[src/htsc_pkg.sv]
// Constants and types for the humidity and temperature sensor control block
package htsc_pkg;
  // ==========================================
  // Timing
  localparam int unsigned CLK_MHZ   = 100;
  localparam int unsigned BOOT_US   = 3000;
  localparam int unsigned TICK_US   = 1000;
  localparam int unsigned CONV9_US  = 225;
  localparam int unsigned CONV11_US = 350;
  localparam int unsigned CONV14_US = 610;
  localparam int unsigned BOOT_CYC   = BOOT_US * CLK_MHZ;
  localparam int unsigned TICK_CYC   = TICK_US * CLK_MHZ;
  localparam int unsigned CONV9_CYC  = CONV9_US * CLK_MHZ;
  localparam int unsigned CONV11_CYC = CONV11_US * CLK_MHZ;
  localparam int unsigned CONV14_CYC = CONV14_US * CLK_MHZ;
  // Auto sample periods in ms, code 0 is on demand
  localparam int unsigned RATE_MS [8] = '{0, 200, 500, 1000, 5000, 10000, 60000, 120000};
  // ==========================================
  // Bus identity and byte framing
  localparam logic [6:0] BUS_ID_BASE = 7'h40;
  localparam logic [3:0] BYTE_BITS   = 4'h8;
  localparam logic [3:0] LAST_BIT    = 4'h7;
  // Identification bytes, values arbitrary
  localparam logic [7:0] MFR_ID_LO = 8'h5a;
  localparam logic [7:0] MFR_ID_HI = 8'h5b;
  localparam logic [7:0] DEV_ID_LO = 8'h5c;
  localparam logic [7:0] DEV_ID_HI = 8'h5d;
  // ==========================================
  // Register pointers
  localparam logic [7:0] REG_TEMP_LO   = 8'h00;
  localparam logic [7:0] REG_TEMP_HI   = 8'h01;
  localparam logic [7:0] REG_HUM_LO    = 8'h02;
  localparam logic [7:0] REG_HUM_HI    = 8'h03;
  localparam logic [7:0] REG_STATUS    = 8'h04;
  localparam logic [7:0] REG_TEMP_MAX  = 8'h05;
  localparam logic [7:0] REG_HUM_MAX   = 8'h06;
  localparam logic [7:0] REG_MASK      = 8'h07;
  localparam logic [7:0] REG_TEMP_OFS  = 8'h08;
  localparam logic [7:0] REG_HUM_OFS   = 8'h09;
  localparam logic [7:0] REG_TTHR_LO   = 8'h0a;
  localparam logic [7:0] REG_TTHR_HI   = 8'h0b;
  localparam logic [7:0] REG_HTHR_LO   = 8'h0c;
  localparam logic [7:0] REG_HTHR_HI   = 8'h0d;
  localparam logic [7:0] REG_IRQ_CFG   = 8'h0e;
  localparam logic [7:0] REG_MEAS_CFG  = 8'h0f;
  localparam logic [7:0] REG_MFR_LO    = 8'hfc;
  localparam logic [7:0] REG_MFR_HI    = 8'hfd;
  localparam logic [7:0] REG_DEV_LO    = 8'hfe;
  localparam logic [7:0] REG_DEV_HI    = 8'hff;
  localparam logic [7:0] THR_LO_RST    = 8'hff;
  // ==========================================
  // Field codes
  localparam logic [1:0] RES_14   = 2'h0;
  localparam logic [1:0] RES_11   = 2'h1;
  localparam logic [1:0] RES_9    = 2'h2;
  localparam logic [1:0] SEL_TEMP = 2'h1;
  localparam logic [1:0] SEL_HUM  = 2'h2;
  localparam logic [1:0] IDX_ADDR = 2'h0;
  localparam logic [1:0] IDX_PTR  = 2'h1;
  localparam logic [1:0] IDX_DATA = 2'h2;
  localparam int THR_HA = 3;
  localparam int THR_HB = 2;
  localparam int THR_TA = 1;
  localparam int THR_TB = 0;
  // ==========================================
  // Types
  typedef struct packed {
    logic       conv_done;
    logic       humid_above;
    logic       humid_below;
    logic       temp_above;
    logic       temp_below;
    logic [2:0] rsvd;
  } htsc_flag_type;
  typedef struct packed {
    logic       soft_rst;
    logic [2:0] auto_sample_rate;
    logic       heat;
    logic       pin_en;
    logic       pol;
    logic       mode;
  } htsc_irq_cfg_type;
  typedef struct packed {
    logic [1:0] temp_res;
    logic [1:0] hum_res;
    logic       rsvd;
    logic [1:0] sel;
    logic       go;
  } htsc_meas_cfg_type;
  typedef enum logic [2:0] {
    L_IDLE  = 3'b000,
    L_RX    = 3'b001,
    L_ACK   = 3'b010,
    L_TX    = 3'b011,
    L_TXACK = 3'b100
  } htsc_link_type;
  typedef enum logic [1:0] {
    M_BOOT  = 2'b00,
    M_SLEEP = 2'b01,
    M_CONV  = 2'b10
  } htsc_meas_type;
endpackage

[src/htsc_top.sv]
// Sensor control: two-wire slave register file, measurement sequencer, alert pin
`timescale 1ns/1ps
module htsc_top
  import htsc_pkg::*;
#(
  parameter int unsigned BOOT_CYCLES   = BOOT_CYC,
  parameter int unsigned TICK_CYCLES   = TICK_CYC,
  parameter int unsigned CONV9_CYCLES  = CONV9_CYC,
  parameter int unsigned CONV11_CYCLES = CONV11_CYC,
  parameter int unsigned CONV14_CYCLES = CONV14_CYC
) (
  input  wire logic        sys_clk_in,
  input  wire logic        rst_b_in,
  input  wire logic        scl_in,
  input  wire logic        sda_in,
  output logic             sda_out,
  output logic             sda_oe_b_out,
  input  wire logic        bus_id_select_pin_in,
  input  wire logic [13:0] temp_sample_in,
  input  wire logic [13:0] humid_sample_in,
  output logic             alert_output_pin_out,
  output logic             alert_output_pin_oe_b_out,
  output logic             heater_on_out,
  output logic             measuring_out,
  output logic             ready_out
);
  // ==========================================
  // Pin synchronisers
  logic [1:0]        scl_sync_q;
  logic [1:0]        sda_sync_q;
  logic [1:0]        sel_sync_q;
  logic              scl_prev_q;
  logic              sda_prev_q;
  logic              scl_s;
  logic              sda_s;
  logic              scl_rise;
  logic              scl_fall;
  logic              bus_start;
  logic              bus_stop;
  // Two flops per pin, then an edge history flop for clock and data
  always_ff @(posedge sys_clk_in or negedge rst_b_in) begin
    if (!rst_b_in) begin
      scl_sync_q <= 2'h3;
      sda_sync_q <= 2'h3;
      sel_sync_q <= 2'h0;
      scl_prev_q <= 1'b1;
      sda_prev_q <= 1'b1;
    end else begin
      scl_sync_q <= {scl_sync_q[0], scl_in};
      sda_sync_q <= {sda_sync_q[0], sda_in};
      sel_sync_q <= {sel_sync_q[0], bus_id_select_pin_in};
      scl_prev_q <= scl_s;
      sda_prev_q <= sda_s;
    end
  end
  // Bus events
  assign scl_s     = scl_sync_q[1];
  assign sda_s     = sda_sync_q[1];
  assign scl_rise  = scl_s & ~scl_prev_q;
  assign scl_fall  = ~scl_s & scl_prev_q;
  assign bus_start = scl_s & scl_prev_q & sda_prev_q & ~sda_s;
  assign bus_stop  = scl_s & scl_prev_q & ~sda_prev_q & sda_s;
  // ==========================================
  // Register state
  htsc_link_type     link_q;
  htsc_meas_type     meas_q;
  htsc_flag_type     mask_q;
  htsc_flag_type     status_rd;
  htsc_irq_cfg_type  irq_cfg_q;
  htsc_meas_cfg_type meas_cfg_q;
  logic [3:0]        bit_cnt_q;
  logic [7:0]        shift_q;
  logic [1:0]        idx_q;
  logic              rd_mode_q;
  logic              acked_q;
  logic [7:0]        ptr_q;
  logic [7:0]        rd_data;
  logic [15:0]       temp_res_q;
  logic [15:0]       hum_res_q;
  logic [15:0]       temp_nxt;
  logic [15:0]       hum_nxt;
  logic [7:0]        temp_max_q;
  logic [7:0]        hum_max_q;
  logic [7:0]        temp_ofs_q;
  logic [7:0]        hum_ofs_q;
  logic [7:0]        tthr_lo_q;
  logic [7:0]        tthr_hi_q;
  logic [7:0]        hthr_lo_q;
  logic [7:0]        hthr_hi_q;
  logic              drdy_q;
  logic [3:0]        thr_q;
  logic [3:0]        thr_d;
  logic [3:0]        thr_en;
  logic [3:0]        thr_cond;
  logic              addr_match;
  logic              ptr_ok;
  logic              wr_ok;
  logic              give_ack;
  logic              rx_done;
  logic              wr_strobe;
  logic              tx_load;
  logic              rd_status;
  logic              rd_result;
  logic              drive_low;
  // Byte decode
  assign addr_match = shift_q[7:1] == {BUS_ID_BASE[6:1], sel_sync_q[1]};
  assign ptr_ok     = (shift_q <= REG_MEAS_CFG) | (shift_q >= REG_MFR_LO);
  assign wr_ok      = (ptr_q >= REG_STATUS) & (ptr_q <= REG_MEAS_CFG);
  assign give_ack   = (idx_q == IDX_ADDR) ? addr_match :
                      (idx_q == IDX_PTR) ? ptr_ok : wr_ok;
  assign rx_done    = (link_q == L_RX) & (bit_cnt_q == BYTE_BITS) & scl_fall;
  assign wr_strobe  = rx_done & (idx_q == IDX_DATA) & wr_ok;
  assign tx_load    = scl_fall & (((link_q == L_ACK) & rd_mode_q) |
                                  ((link_q == L_TXACK) & acked_q));
  assign rd_status  = tx_load & (ptr_q == REG_STATUS);
  assign rd_result  = tx_load & (ptr_q <= REG_HUM_HI);
  assign drive_low  = (link_q == L_ACK) | ((link_q == L_TX) & ~shift_q[7]);
  // ==========================================
  // Two-wire slave byte engine
  always_ff @(posedge sys_clk_in or negedge rst_b_in) begin
    if (!rst_b_in) begin
      link_q    <= L_IDLE;
      bit_cnt_q <= 4'h0;
      shift_q   <= 8'h00;
      idx_q     <= IDX_ADDR;
      rd_mode_q <= 1'b0;
      acked_q   <= 1'b0;
    end else if (bus_start) begin
      link_q    <= L_RX;
      bit_cnt_q <= 4'h0;
      idx_q     <= IDX_ADDR;
    end else if (bus_stop) begin
      link_q <= L_IDLE;
    end else begin
      case (link_q)
        L_RX: begin
          if (scl_rise) begin
            shift_q   <= {shift_q[6:0], sda_s};
            bit_cnt_q <= bit_cnt_q + 4'h1;
          end else if (rx_done) begin
            link_q <= give_ack ? L_ACK : L_IDLE;
            idx_q  <= (idx_q == IDX_DATA) ? IDX_DATA : idx_q + 2'h1;
            if (idx_q == IDX_ADDR) begin
              rd_mode_q <= shift_q[0];
            end
          end
        end
        L_ACK: begin
          if (scl_fall) begin
            link_q    <= rd_mode_q ? L_TX : L_RX;
            bit_cnt_q <= 4'h0;
            if (rd_mode_q) begin
              shift_q <= rd_data;
            end
          end
        end
        L_TX: begin
          if (scl_fall) begin
            shift_q   <= {shift_q[6:0], 1'b1};
            bit_cnt_q <= bit_cnt_q + 4'h1;
            if (bit_cnt_q == LAST_BIT) begin
              link_q <= L_TXACK;
            end
          end
        end
        L_TXACK: begin
          if (scl_rise) begin
            acked_q <= ~sda_s;
          end else if (scl_fall) begin
            link_q    <= acked_q ? L_TX : L_IDLE;
            bit_cnt_q <= 4'h0;
            shift_q   <= rd_data;
          end
        end
        default: link_q <= L_IDLE;
      endcase
    end
  end
  // Register pointer: load, then step per data byte
  always_ff @(posedge sys_clk_in or negedge rst_b_in) begin
    if (!rst_b_in) begin
      ptr_q <= REG_TEMP_LO;
    end else if (rx_done & (idx_q == IDX_PTR) & give_ack) begin
      ptr_q <= shift_q;
    end else if (wr_strobe | tx_load) begin
      ptr_q <= ptr_q + 8'h01;
    end
  end
  // Read data select
  assign status_rd = '{conv_done: drdy_q, humid_above: thr_q[THR_HA],
                       humid_below: thr_q[THR_HB], temp_above: thr_q[THR_TA],
                       temp_below: thr_q[THR_TB], rsvd: 3'h0};
  always_comb begin
    case (ptr_q)
      REG_TEMP_LO:  rd_data = temp_res_q[7:0];
      REG_TEMP_HI:  rd_data = temp_res_q[15:8];
      REG_HUM_LO:   rd_data = hum_res_q[7:0];
      REG_HUM_HI:   rd_data = hum_res_q[15:8];
      REG_STATUS:   rd_data = status_rd;
      REG_TEMP_MAX: rd_data = temp_max_q;
      REG_HUM_MAX:  rd_data = hum_max_q;
      REG_MASK:     rd_data = mask_q;
      REG_TEMP_OFS: rd_data = temp_ofs_q;
      REG_HUM_OFS:  rd_data = hum_ofs_q;
      REG_TTHR_LO:  rd_data = tthr_lo_q;
      REG_TTHR_HI:  rd_data = tthr_hi_q;
      REG_HTHR_LO:  rd_data = hthr_lo_q;
      REG_HTHR_HI:  rd_data = hthr_hi_q;
      REG_IRQ_CFG:  rd_data = irq_cfg_q;
      REG_MEAS_CFG: rd_data = meas_cfg_q;
      REG_MFR_LO:   rd_data = MFR_ID_LO;
      REG_MFR_HI:   rd_data = MFR_ID_HI;
      REG_DEV_LO:   rd_data = DEV_ID_LO;
      REG_DEV_HI:   rd_data = DEV_ID_HI;
      default:      rd_data = 8'hff;
    endcase
  end
  // ==========================================
  // Measurement sequencer
  logic [31:0] cnt_q;
  logic [31:0] tick_q;
  logic [31:0] ms_q;
  logic [31:0] conv_len;
  logic [31:0] t_cyc;
  logic [31:0] h_cyc;
  logic        t_en;
  logic        h_en;
  logic        auto_due_q;
  logic        auto_on;
  logic        tick;
  logic        conv_start;
  logic        conv_done;
  // Duration from resolution and selection
  assign t_en     = meas_cfg_q.sel != SEL_HUM;
  assign h_en     = meas_cfg_q.sel != SEL_TEMP;
  assign t_cyc    = (meas_cfg_q.temp_res == RES_11) ? CONV11_CYCLES : CONV14_CYCLES;
  assign h_cyc    = (meas_cfg_q.hum_res == RES_11) ? CONV11_CYCLES :
                    (meas_cfg_q.hum_res == RES_9) ? CONV9_CYCLES : CONV14_CYCLES;
  assign conv_len = (t_en ? t_cyc : 32'h0) + (h_en ? h_cyc : 32'h0);
  assign auto_on  = irq_cfg_q.auto_sample_rate != 3'h0;
  assign tick     = auto_on & (tick_q == TICK_CYCLES - 1);
  assign conv_start = (meas_q == M_SLEEP) & (meas_cfg_q.go | auto_due_q);
  assign conv_done  = (meas_q == M_CONV) & (cnt_q == conv_len - 32'h1);
  // Boot wait, sleep, convert
  always_ff @(posedge sys_clk_in or negedge rst_b_in) begin
    if (!rst_b_in) begin
      meas_q <= M_BOOT;
      cnt_q  <= 32'h0;
    end else begin
      case (meas_q)
        M_BOOT: begin
          cnt_q <= cnt_q + 32'h1;
          if (cnt_q == BOOT_CYCLES - 1) begin
            meas_q <= M_SLEEP;
          end
        end
        M_SLEEP: begin
          cnt_q <= 32'h0;
          if (conv_start) begin
            meas_q <= M_CONV;
          end
        end
        M_CONV: begin
          cnt_q <= cnt_q + 32'h1;
          if (conv_done) begin
            meas_q <= M_SLEEP;
          end
        end
        default: meas_q <= M_SLEEP;
      endcase
    end
  end
  // Periodic wake timer in ms ticks
  always_ff @(posedge sys_clk_in or negedge rst_b_in) begin
    if (!rst_b_in) begin
      tick_q     <= 32'h0;
      ms_q       <= 32'h0;
      auto_due_q <= 1'b0;
    end else begin
      tick_q     <= (!auto_on | tick) ? 32'h0 : tick_q + 32'h1;
      ms_q       <= !auto_on ? 32'h0 :
                    !tick ? ms_q :
                    (ms_q == RATE_MS[irq_cfg_q.auto_sample_rate] - 1) ? 32'h0 : ms_q + 32'h1;
      auto_due_q <= auto_on & ((tick & (ms_q == RATE_MS[irq_cfg_q.auto_sample_rate] - 1)) |
                               (auto_due_q & ~conv_start));
    end
  end
  // ==========================================
  // Results, peaks and flags
  assign temp_nxt = t_en ? {temp_sample_in, 2'b00} : temp_res_q;
  assign hum_nxt  = h_en ? {humid_sample_in, 2'b00} : hum_res_q;
  assign thr_en   = {mask_q.humid_above, mask_q.humid_below,
                     mask_q.temp_above, mask_q.temp_below};
  assign thr_cond = {hum_nxt[15:8] > hthr_hi_q, hum_nxt[15:8] < hthr_lo_q,
                     temp_nxt[15:8] > tthr_hi_q, temp_nxt[15:8] < tthr_lo_q};
  // Latch until status read, or follow each new value
  for (genvar i = 0; i < 4; i++) begin : g_thr
    assign thr_d[i] = irq_cfg_q.mode ?
                      ((thr_q[i] & ~rd_status) | (conv_done & thr_en[i] & thr_cond[i])) :
                      (conv_done ? (thr_en[i] & thr_cond[i]) : thr_q[i]);
  end
  always_ff @(posedge sys_clk_in or negedge rst_b_in) begin
    if (!rst_b_in) begin
      temp_res_q <= 16'h0000;
      hum_res_q  <= 16'h0000;
      drdy_q     <= 1'b0;
      thr_q      <= 4'h0;
    end else begin
      thr_q  <= thr_d;
      drdy_q <= (drdy_q & ~(rd_status | rd_result)) | (conv_done & mask_q.conv_done);
      if (conv_done) begin
        temp_res_q <= temp_nxt;
        hum_res_q  <= hum_nxt;
      end
    end
  end
  // ==========================================
  // Configuration writes
  always_ff @(posedge sys_clk_in or negedge rst_b_in) begin
    if (!rst_b_in) begin
      mask_q     <= '0;
      irq_cfg_q  <= '0;
      meas_cfg_q <= '0;
      temp_max_q <= 8'h00;
      hum_max_q  <= 8'h00;
      temp_ofs_q <= 8'h00;
      hum_ofs_q  <= 8'h00;
      tthr_lo_q  <= THR_LO_RST;
      tthr_hi_q  <= 8'h00;
      hthr_lo_q  <= THR_LO_RST;
      hthr_hi_q  <= 8'h00;
    end else begin
      if (conv_start) begin
        meas_cfg_q.go <= 1'b0;
      end
      if (conv_done & (temp_nxt[15:8] > temp_max_q)) begin
        temp_max_q <= temp_nxt[15:8];
      end
      if (conv_done & (hum_nxt[15:8] > hum_max_q)) begin
        hum_max_q <= hum_nxt[15:8];
      end
      if (wr_strobe) begin
        case (ptr_q)
          REG_TEMP_MAX: temp_max_q <= shift_q;
          REG_HUM_MAX:  hum_max_q <= shift_q;
          REG_MASK:     mask_q <= shift_q;
          REG_TEMP_OFS: temp_ofs_q <= shift_q;
          REG_HUM_OFS:  hum_ofs_q <= shift_q;
          REG_TTHR_LO:  tthr_lo_q <= shift_q;
          REG_TTHR_HI:  tthr_hi_q <= shift_q;
          REG_HTHR_LO:  hthr_lo_q <= shift_q;
          REG_HTHR_HI:  hthr_hi_q <= shift_q;
          REG_IRQ_CFG:  irq_cfg_q <= shift_q;
          REG_MEAS_CFG: meas_cfg_q <= shift_q;
          default:      mask_q <= mask_q;
        endcase
      end
    end
  end
  // ==========================================
  // Output flops
  logic any_flag;
  assign any_flag = drdy_q | (|thr_q);
  always_ff @(posedge sys_clk_in or negedge rst_b_in) begin
    if (!rst_b_in) begin
      sda_out                   <= 1'b1;
      sda_oe_b_out              <= 1'b1;
      alert_output_pin_out      <= 1'b0;
      alert_output_pin_oe_b_out <= 1'b1;
      heater_on_out             <= 1'b0;
      measuring_out             <= 1'b0;
      ready_out                 <= 1'b0;
    end else begin
      sda_out                   <= ~drive_low;
      sda_oe_b_out              <= ~drive_low;
      alert_output_pin_out      <= irq_cfg_q.pol ~^ any_flag;
      alert_output_pin_oe_b_out <= ~irq_cfg_q.pin_en;
      heater_on_out             <= irq_cfg_q.heat;
      measuring_out             <= meas_q == M_CONV;
      ready_out                 <= meas_q != M_BOOT;
    end
  end
endmodule

[config.mk]
export PLATFORM = sky130hd
export DESIGN_NAME = htsc_top
export DESIGN_NICKNAME = d
export VERILOG_FILES = /design/src/htsc_pkg.sv /design/src/htsc_top.sv
export SDC_FILE = /design/constraint.sdc
export NUM_CORES = 1
export LEC_CHECK = 0
export BUFFER_PORTS_ARGS = -buffer_cell sky130_fd_sc_hd__buf_2
export CORE_MARGIN = 2
export CORE_UTILIZATION = 45
export CTS_CLUSTER_SIZE = 30
export DETAILED_ROUTE_END_ITERATION = 12
export GPL_TIMING_DRIVEN = 0
export PLACE_DENSITY_LB_ADDON = 0.25
export REMOVE_ABC_BUFFERS = 1
export SLEW_MARGIN = 10
export SYNTH_ARGS = -nofsm -noshare
export SYNTH_HDL_FRONTEND = slang
export SYNTH_SLANG_ARGS = --single-unit
[constraint.sdc]
create_clock -name sys_clk_in -period 11 [get_ports sys_clk_in]
set_input_delay 2.2 -clock sys_clk_in [delete_from_list [all_inputs] [get_ports sys_clk_in]]
set_output_delay 2.2 -clock sys_clk_in [all_outputs]
set_load 0.02 [all_outputs]
==> results.py, run 1 <==
metrics = {
    "run_status": {
        "status": "completed",
    },
    "worst_setup_path": {
        "reg2reg_depth": 16,
        "worstPathArrival_ns": 6.56,
        "critPathRequiredTime_ns": 11.49,
        "crit_fanout": 15,
        "crit_type": "reg -> reg",
        "cp-end-kind": "flip-flop",
        "start_kind": "flip-flop",
    },
    "routing": {
        "avgViaCountPerCell": 5.874,
        "ant_nets": 0,
        "dr.pass1.iters": 5,
        "drcViolationCount": 0,
        "drt_iter0_markers": 1203,
        "wl_microns": 43520,
        "wl_per_cell_microns": 19.47,
        "vias": 13129,
    },
    "synthesis": {
        "synth_seq_area_share_pct": 40.82,
        "synth_warnings": 0,
        "ys_types": 84,
        "syn_area_sq_mm": 0.01607,
        "async_reset_ff_share_pct": 100.0,
        "synthCells": 1753,
        "syn-mean-instance-area_sq_um": 9.170,
        "ys_ff_latch": 261,
        "synth_flop_cell": "dfrtp_1",
        "synth_edf_count": 0,
    },
    "min_path": {
        "hold_depth": 0,
        "hold_class": "reg -> reg",
    },
    "timing": {
        "rsz0062_at_grt": "false",
        "hold_slack_ns": 0.3528,
        "worst_pin_slew_ns": 1.271,
        "min_period_over_period_pct": 55.23,
        "hold_viol": 0,
        "min_period_ns": 6.076,
        "fmaxAchievable_ghz": 0.1646,
        "maxSlewViolCount": 0,
        "tns_ns": 0,
        "report.final.setup_viol": 0,
        "relSlewSlack_pct": 14.93,
        "skew_ns": 0.03128,
    },
    "power": {
        "powerDensity_mw_per_mm2": 119.7,
        "ir_drop_mv": 0.1320,
        "leakage_nw": 7.468,
        "power_mw": 2.119,
    },
    "grt": {
        "grt_pass1_wl_microns": 70080,
        "antenna_found_initial": 0,
        "grt_pass1_vias": 12770,
        "grtUsageTotal_pct": 23.86,
        "grt_start_max_net_pins": 95,
        "grt_overflow_total": 0,
    },
    "cts": {
        "cts_tree": "done",
        "cts_buffers": 30,
        "clk_latency_ns": 0.60,
        "cts_hold_buf": 0,
        "clockBufferDepth": 3,
        "cts_sinks": 261,
        "clockRootBuffer": "clkbuf_16",
        "cts_setup_buffers": 0,
        "ctsResizeCount": 0,
        "clkTransAtPathRegs_ns": 0.06,
        "htreeDepth": 1,
    },
    "floorplan": {
        "num_rows": 69,
        "num_io_pins": 40,
        "start_util_pct": 45.41,
        "dieArea_sq_mm": 0.03725,
        "die_h_microns": 193,
        "die_x_microns": 193,
        "core_sq_mm": 0.03540,
    },
    "final_layout": {
        "drive_gt1_share_pct": 12.18,
        "area_delta_synth_final_pct": 10.13,
        "diodes": 0,
        "final_common_cell": "dfrtp_1",
        "layout_common_cells": "dfrtp_1 (237), nand2_1 (197), o21ai_0 (135), nor2_1 (124), inv_1 (100)",
        "utilization_pct": 50.01,
        "fin_area_sq_mm": 0.01770,
        "nNetsFinal": 1871,
    },
    "placed_design": {
        "place.gp.congestion": 0.9432,
        "dp_hpwl_microns": 30910,
        "place_area_sq_mm": 0.01662,
        "port_buffers": 39,
    },
    "flow_run": {
        "drv_cap": 0,
    },
}
==> synth_stat cells, types with 6 or more instances <==
cell | n | area (sq um)
mux2_2 | 71 | 799.5
mux2i_1 | 29 | 290.3
dfstp_2 | 24 | 630.6
o21ai_0 | 135 | 675.7
nor2_1 | 124 | 465.5
xnor2_1 | 44 | 385.4
a221oi_1 | 9 | 78.83
ha_1 | 87 | 1089
nor3b_1 | 10 | 75.07
nand3_1 | 70 | 350.3
a2111oi_0 | 7 | 61.31
o31ai_1 | 15 | 112.6
a31oi_1 | 6 | 37.54
a211oi_1 | 10 | 75.07
nand3b_1 | 8 | 60.06
o211ai_1 | 15 | 112.6
a22o_1 | 8 | 70.07
nand4_1 | 49 | 306.5
or2_2 | 6 | 37.54
nand2_1 | 197 | 739.5
a22oi_1 | 34 | 255.2
and2_1 | 19 | 118.9
a32oi_1 | 6 | 52.55
a21oi_1 | 58 | 290.3
nand2b_1 | 26 | 162.7
inv_1 | 100 | 375.4
and3_1 | 20 | 125.1
xor2_1 | 44 | 385.4
mux2_1 | 6 | 67.56
nor3_1 | 29 | 145.1
a21o_1 | 15 | 112.6
or4_1 | 12 | 90.09
o21ai_1 | 6 | 30.03
or3_1 | 15 | 93.84
dfrtp_1 | 237 | 5931
nor2b_1 | 27 | 168.9
clkbuf_1 | 64 | 240.2
nor4_1 | 15 | 93.84
==> metrics by stage <==
step	worst slack (ns)	instances
2_1_floorplan	6.248	1673
3_3_place_gp	2.765	2173
3_5_place_dp	5.030	2179
4_1_cts	5.015	2235
5_1_grt	4.520	2235
6_report	4.924	2235
==> state kept, by name (all words and copies together), names as in the netlist, 14 cells and up <==
signal and cells:
tick_q 32, temp_res_q 14, cnt_q 32, ms_q 32, hum_res_q 14
==> path summary, 6_finish.rpt <==
check / from / slack (ns) / endpoint
max in group asynchronous: rst_b_in / 8.09 / hthr_lo_q[2]
min in group asynchronous: rst_b_in / 1.58 / cnt_q[16]
setup reg to reg: meas_cfg_q[2] / 4.92 / temp_res_q[4]
hold / removal: sel_sync_q[0] / 0.35 / sel_sync_q[1]
setup / recovery: meas_cfg_q[2] / 4.92 / temp_res_q[4]
hold reg to reg: sel_sync_q[0] / 0.35 / sel_sync_q[1]
==> cells by family (layout without fill, tap and decap cells) <==
group,count (synthesis),after routing,share of synthesized area [%]
flops,261,261,40.82
mux,106,106,7.200
fa+ha+maj,88,88,6.897
simple gates,652,652,20.43
xor+xnor,89,89,4.935
buf+inv,181,202,4.452
compound gates,376,376,15.27
==> layout make-up <==
cell class                 count  area, sq um
clock buffer                  38        820.8
clock inverter                18        252.7
fill                        3339        17690
inverter                     101        379.1
multi-input combinational   1311         8813
sequential                   261         6561
tap                          461        576.8
timing repair buffer          45        297.8
==> metal layers <==
| layer | routed length [microns] | GRT usage, % |
|---|---|---|
| met5 | 0 | 0 |
| met3 | 2286 | 3.421 |
| met4 | 1652 | 8.683 |
| met2 | 20030 | 38.61 |
| met1 | 19550 | 32.69 |
==> power breakdown <==
group	internal (mW)	total, mW	leakage (nW)	switching (mW)
clock network	0.648	1.07	0.525	0.426
registers	0.968	0.983	3.41	0.0152
logic	0.0224	0.0614	3.53	0.0390
==> critical path, cell delays in order (launching register included) <==
cell and delay (ns):
dfrtp_1 0.42, inv_1 0.11, ha_1 0.69, nor2_1 0.20
ha_1 0.36, inv_1 0.11, ha_1 0.42, nor2b_1 0.20
a221oi_1 0.49, o211ai_1 0.27, mux2_2 0.28, o311ai_1 0.12
nor3_2 0.48, nand4_1 0.71, buf_6 0.43, nor2_2 0.28
mux2_2 0.38
(Power assumes the default switching activity.)
==> run 2, diff against run 1 <==
--- a/config.mk
+++ b/config.mk
@@ -5,6 +5,7 @@
 export SDC_FILE = /design/constraint.sdc
 export NUM_CORES = 1
 export LEC_CHECK = 0
+export ABC_AREA = 1
 export BUFFER_PORTS_ARGS = -buffer_cell sky130_fd_sc_hd__buf_2
 export CORE_MARGIN = 2
 export CORE_UTILIZATION = 45
==> constraint.sdc (replaced) <==
create_clock -name sys_clk_in -period 6.21 [get_ports sys_clk_in]
set_input_delay 1.242 -clock sys_clk_in [delete_from_list [all_inputs] [get_ports sys_clk_in]]
set_output_delay 1.242 -clock sys_clk_in [all_outputs]
set_load 0.02 [all_outputs]
==> run 2 against run 1 <==
  * Sequential power grew 79%
  * Maximum frequency rose by 15%
  * First-iteration DRC count grew 2.2%
  * Final cell count grew 34%
  * Sequential cell count stayed put
  * Hold slack worse by 0.0035 ns
  * Largest power group unchanged
  * Highest routed layer unchanged
  * Core utilization is 0.65 points higher
  * Clock skew down 0.014 ns
  * Clock-buffer cell count rose by 13
  * Critical endpoint is now temp_res_q[8]
  * Global-route usage increased by 1.3 points
==> results.py, run 2 <==
metrics = {
    "placed_design": {
        "port_buffers": 39,
        "dp.cells": 2929,
        "dp_slack_ns": 0.1922,
        "place_area_sq_mm": 0.01792,
        "dp_hpwl_microns": 35460,
        "place.gp.congestion": 0.9233,
    },
    "final_layout": {
        "final_common_cell": "nand2_1",
        "utilization_pct": 50.66,
        "reg.largest.list": "cnt_q (32), ms_q (32), tick_q (32)",
        "drive_gt1_share_pct": 6.616,
        "layout_common_cells": "nand2_1 (710), inv_1 (330), dfrtp_1 (237), nor2_1 (214), nand3_1 (179)",
        "area_delta_synth_final_pct": 10.70,
        "nNetsFinal": 2576,
        "fin_area_sq_mm": 0.01913,
        "diodes": 0,
        "instances_no_fill": 2990,
    },
    "synthesis": {
        "synth_edf_count": 0,
        "synth_seq_area_share_pct": 37.97,
        "syn_area_sq_mm": 0.01728,
        "synth_area_leaders": "dfrtp_1 (34%), nand2_1 (15%), inv_1 (7.2%)",
        "synth.top_cells.by_count": "nand2_1 (710), inv_1 (330), dfrtp_1 (237)",
        "yosysMostFrequentCell": "nand2_1",
        "ys_ff_latch": 261,
        "async_reset_ff_share_pct": 100.0,
        "yosys.area.top_type_share_pct": 34.32,
        "yosysTopAreaCell": "dfrtp_1",
        "ys_types": 62,
        "synth_warnings": 0,
        "synthCells": 2434,
        "syn-mean-instance-area_sq_um": 7.099,
        "synth_flop_cell": "dfrtp_1",
    },
    "cts": {
        "cts_sinks": 261,
        "ctsResizeCount": 0,
        "clk_latency_ns": 0.55,
        "clockBufferDepth": 3,
        "clockRootBuffer": "clkbuf_16",
        "clkTransAtPathRegs_ns": 0.06,
        "cts_setup_buffers": 0,
        "cts_tree": "done",
        "htreeDepth": 2,
        "cts_buffers": 34,
        "cts_hold_buf": 0,
    },
    "worst_setup_path": {
        "regToRegSetupSlack_ns": 0.91,
        "crit_type": "reg -> reg",
        "rr_startpoint": "meas_cfg_q[1]",
        "worstPathArrival_ns": 5.72,
        "worstReg2RegEnd": "temp_res_q[8]",
        "reg2reg_depth": 21,
        "critPathRequiredTime_ns": 6.63,
        "cp-end-kind": "flip-flop",
        "start_kind": "flip-flop",
        "crit_fanout": 41,
    },
    "run_status": {
        "status": "completed",
    },
    "timing": {
        "report.final.setup_viol": 0,
        "rsz0062_at_grt": "false",
        "skew_ns": 0.01712,
        "relSlewSlack_pct": 36.69,
        "maxSlewViolCount": 0,
        "tns_ns": 0,
        "min_period_over_period_pct": 85.43,
        "fin_ws_ns": 0.9051,
        "hold_slack_ns": 0.3493,
        "hold_viol": 0,
        "min_period_ns": 5.305,
        "worst_pin_slew_ns": 0.9445,
        "fmaxAchievable_ghz": 0.1885,
    },
    "min_path": {
        "hold_end": "sel_sync_q[1]",
        "hold_depth": 0,
        "min-delay-start": "sel_sync_q[0]",
        "hold_class": "reg -> reg",
    },
    "floorplan": {
        "core_sq_mm": 0.03776,
        "dieArea_sq_mm": 0.03998,
        "start_util_pct": 45.77,
        "num_rows": 71,
        "num_io_pins": 40,
        "die_x_microns": 200.0,
        "die_h_microns": 200.0,
    },
    "grt": {
        "grt_overflow_total": 0,
        "antenna_found_initial": 0,
        "grt_pass1_wl_microns": 79450,
        "grt_pass1_vias": 15341,
        "grt_start_max_net_pins": 104,
        "grtUsageTotal_pct": 25.20,
    },
    "routing": {
        "wl_per_cell_microns": 16.34,
        "drcViolationCount": 0,
        "drt_iter0_markers": 1230,
        "dr.pass1.iters": 8,
        "ant_nets": 0,
        "avgViaCountPerCell": 5.363,
        "wl_microns": 48860,
        "vias": 16036,
    },
    "power": {
        "power_mw": 4.105,
        "ir_drop_mv": 0.2233,
        "leakage_nw": 8.981,
        "powerDensity_mw_per_mm2": 214.6,
    },
    "flow_run": {
        "drv_cap": 0,
    },
}
==> run 2: cell types whose count changed after synthesis, moves of 26 or more <==
cell,change
o21ai_0,+28
xnor2_1,-34
nand2b_1,-26
mux2i_1,-27
nor2_1,+91
mux2_2,-71
nand3_1,+109
nor3_1,+30
nor2b_1,-27
inv_1,+230
nand2_1,+513
==> run 2: final cells by class <==
cell class | instances | area [sq um]
Sequential cell | 261 | 6561
Tap cell | 511 | 639.4
Multi-Input combinational cell | 1774 | 9184
Fill cell | 3755 | 18630
Clock inverter | 9 | 173.9
Inverter | 342 | 1284
Clock buffer | 51 | 1005
Timing Repair Buffer | 42 | 280.3
==> run 2: cells by family after synthesis <==
logic type	share of synthesized area, %
simple gates	32.29
flops	37.97
xor+xnor	3.092
compound gates	11.17
fa+ha+maj	6.416
mux	0.1159
buf+inv	8.950
==> run 2: power breakdown <==
part	leakage (nW)	internal, mW	switching, mW	total, mW
Combinational	5.06	0.0565	0.201	0.258
Sequential	3.35	1.73	0.0272	1.76
Clock	0.574	1.29	0.796	2.09
==> run 2: metal layers <==
layer / vias up / wire length [microns] / share of wire, % / global-route usage, %
li1: 7967 / - / - / -
met1: 7607 / 22070 / 45 / 33.53
met2: 372 / 22820 / 47 / 41.72
met3: 90 / 2444 / 5.0 / 3.847
met4: 0 / 1526 / 3.1 / 9.191
met5: - / 0 / 0 / 0
==> run 2: how the worst max path moves through the flow <==
stage	from	to	cells past startpoint
after floorplan	meas_cfg_q[1]	temp_res_q[8]	18
after global placement	rst_b_in	sel_sync_q[0]	1
after detailed placement	meas_cfg_q[1]	temp_res_q[8]	19
after CTS	meas_cfg_q[1]	temp_res_q[8]	19
after global routing	meas_cfg_q[1]	temp_res_q[8]	21
final	meas_cfg_q[1]	temp_res_q[8]	21
==> run 2: worst max-delay path: stages (launching register included) <==
cell,delay [ns]
dfrtp_1,0.41
inv_1,0.14
ha_1,0.56
clkinv_1,0.67
nand3_1,0.32
ha_1,0.30
fa_1,0.46
inv_1,0.12
nand3_1,0.11
nand2_1,0.14
nand2_1,0.08
nand3_1,0.08
nand2_1,0.05
nand2_1,0.05
nand2_1,0.05
nor2_1,0.24
nand3_1,0.21
nor2_4,0.43
buf_12,0.27
inv_1,0.26
nand2_1,0.12
o21ai_0,0.08
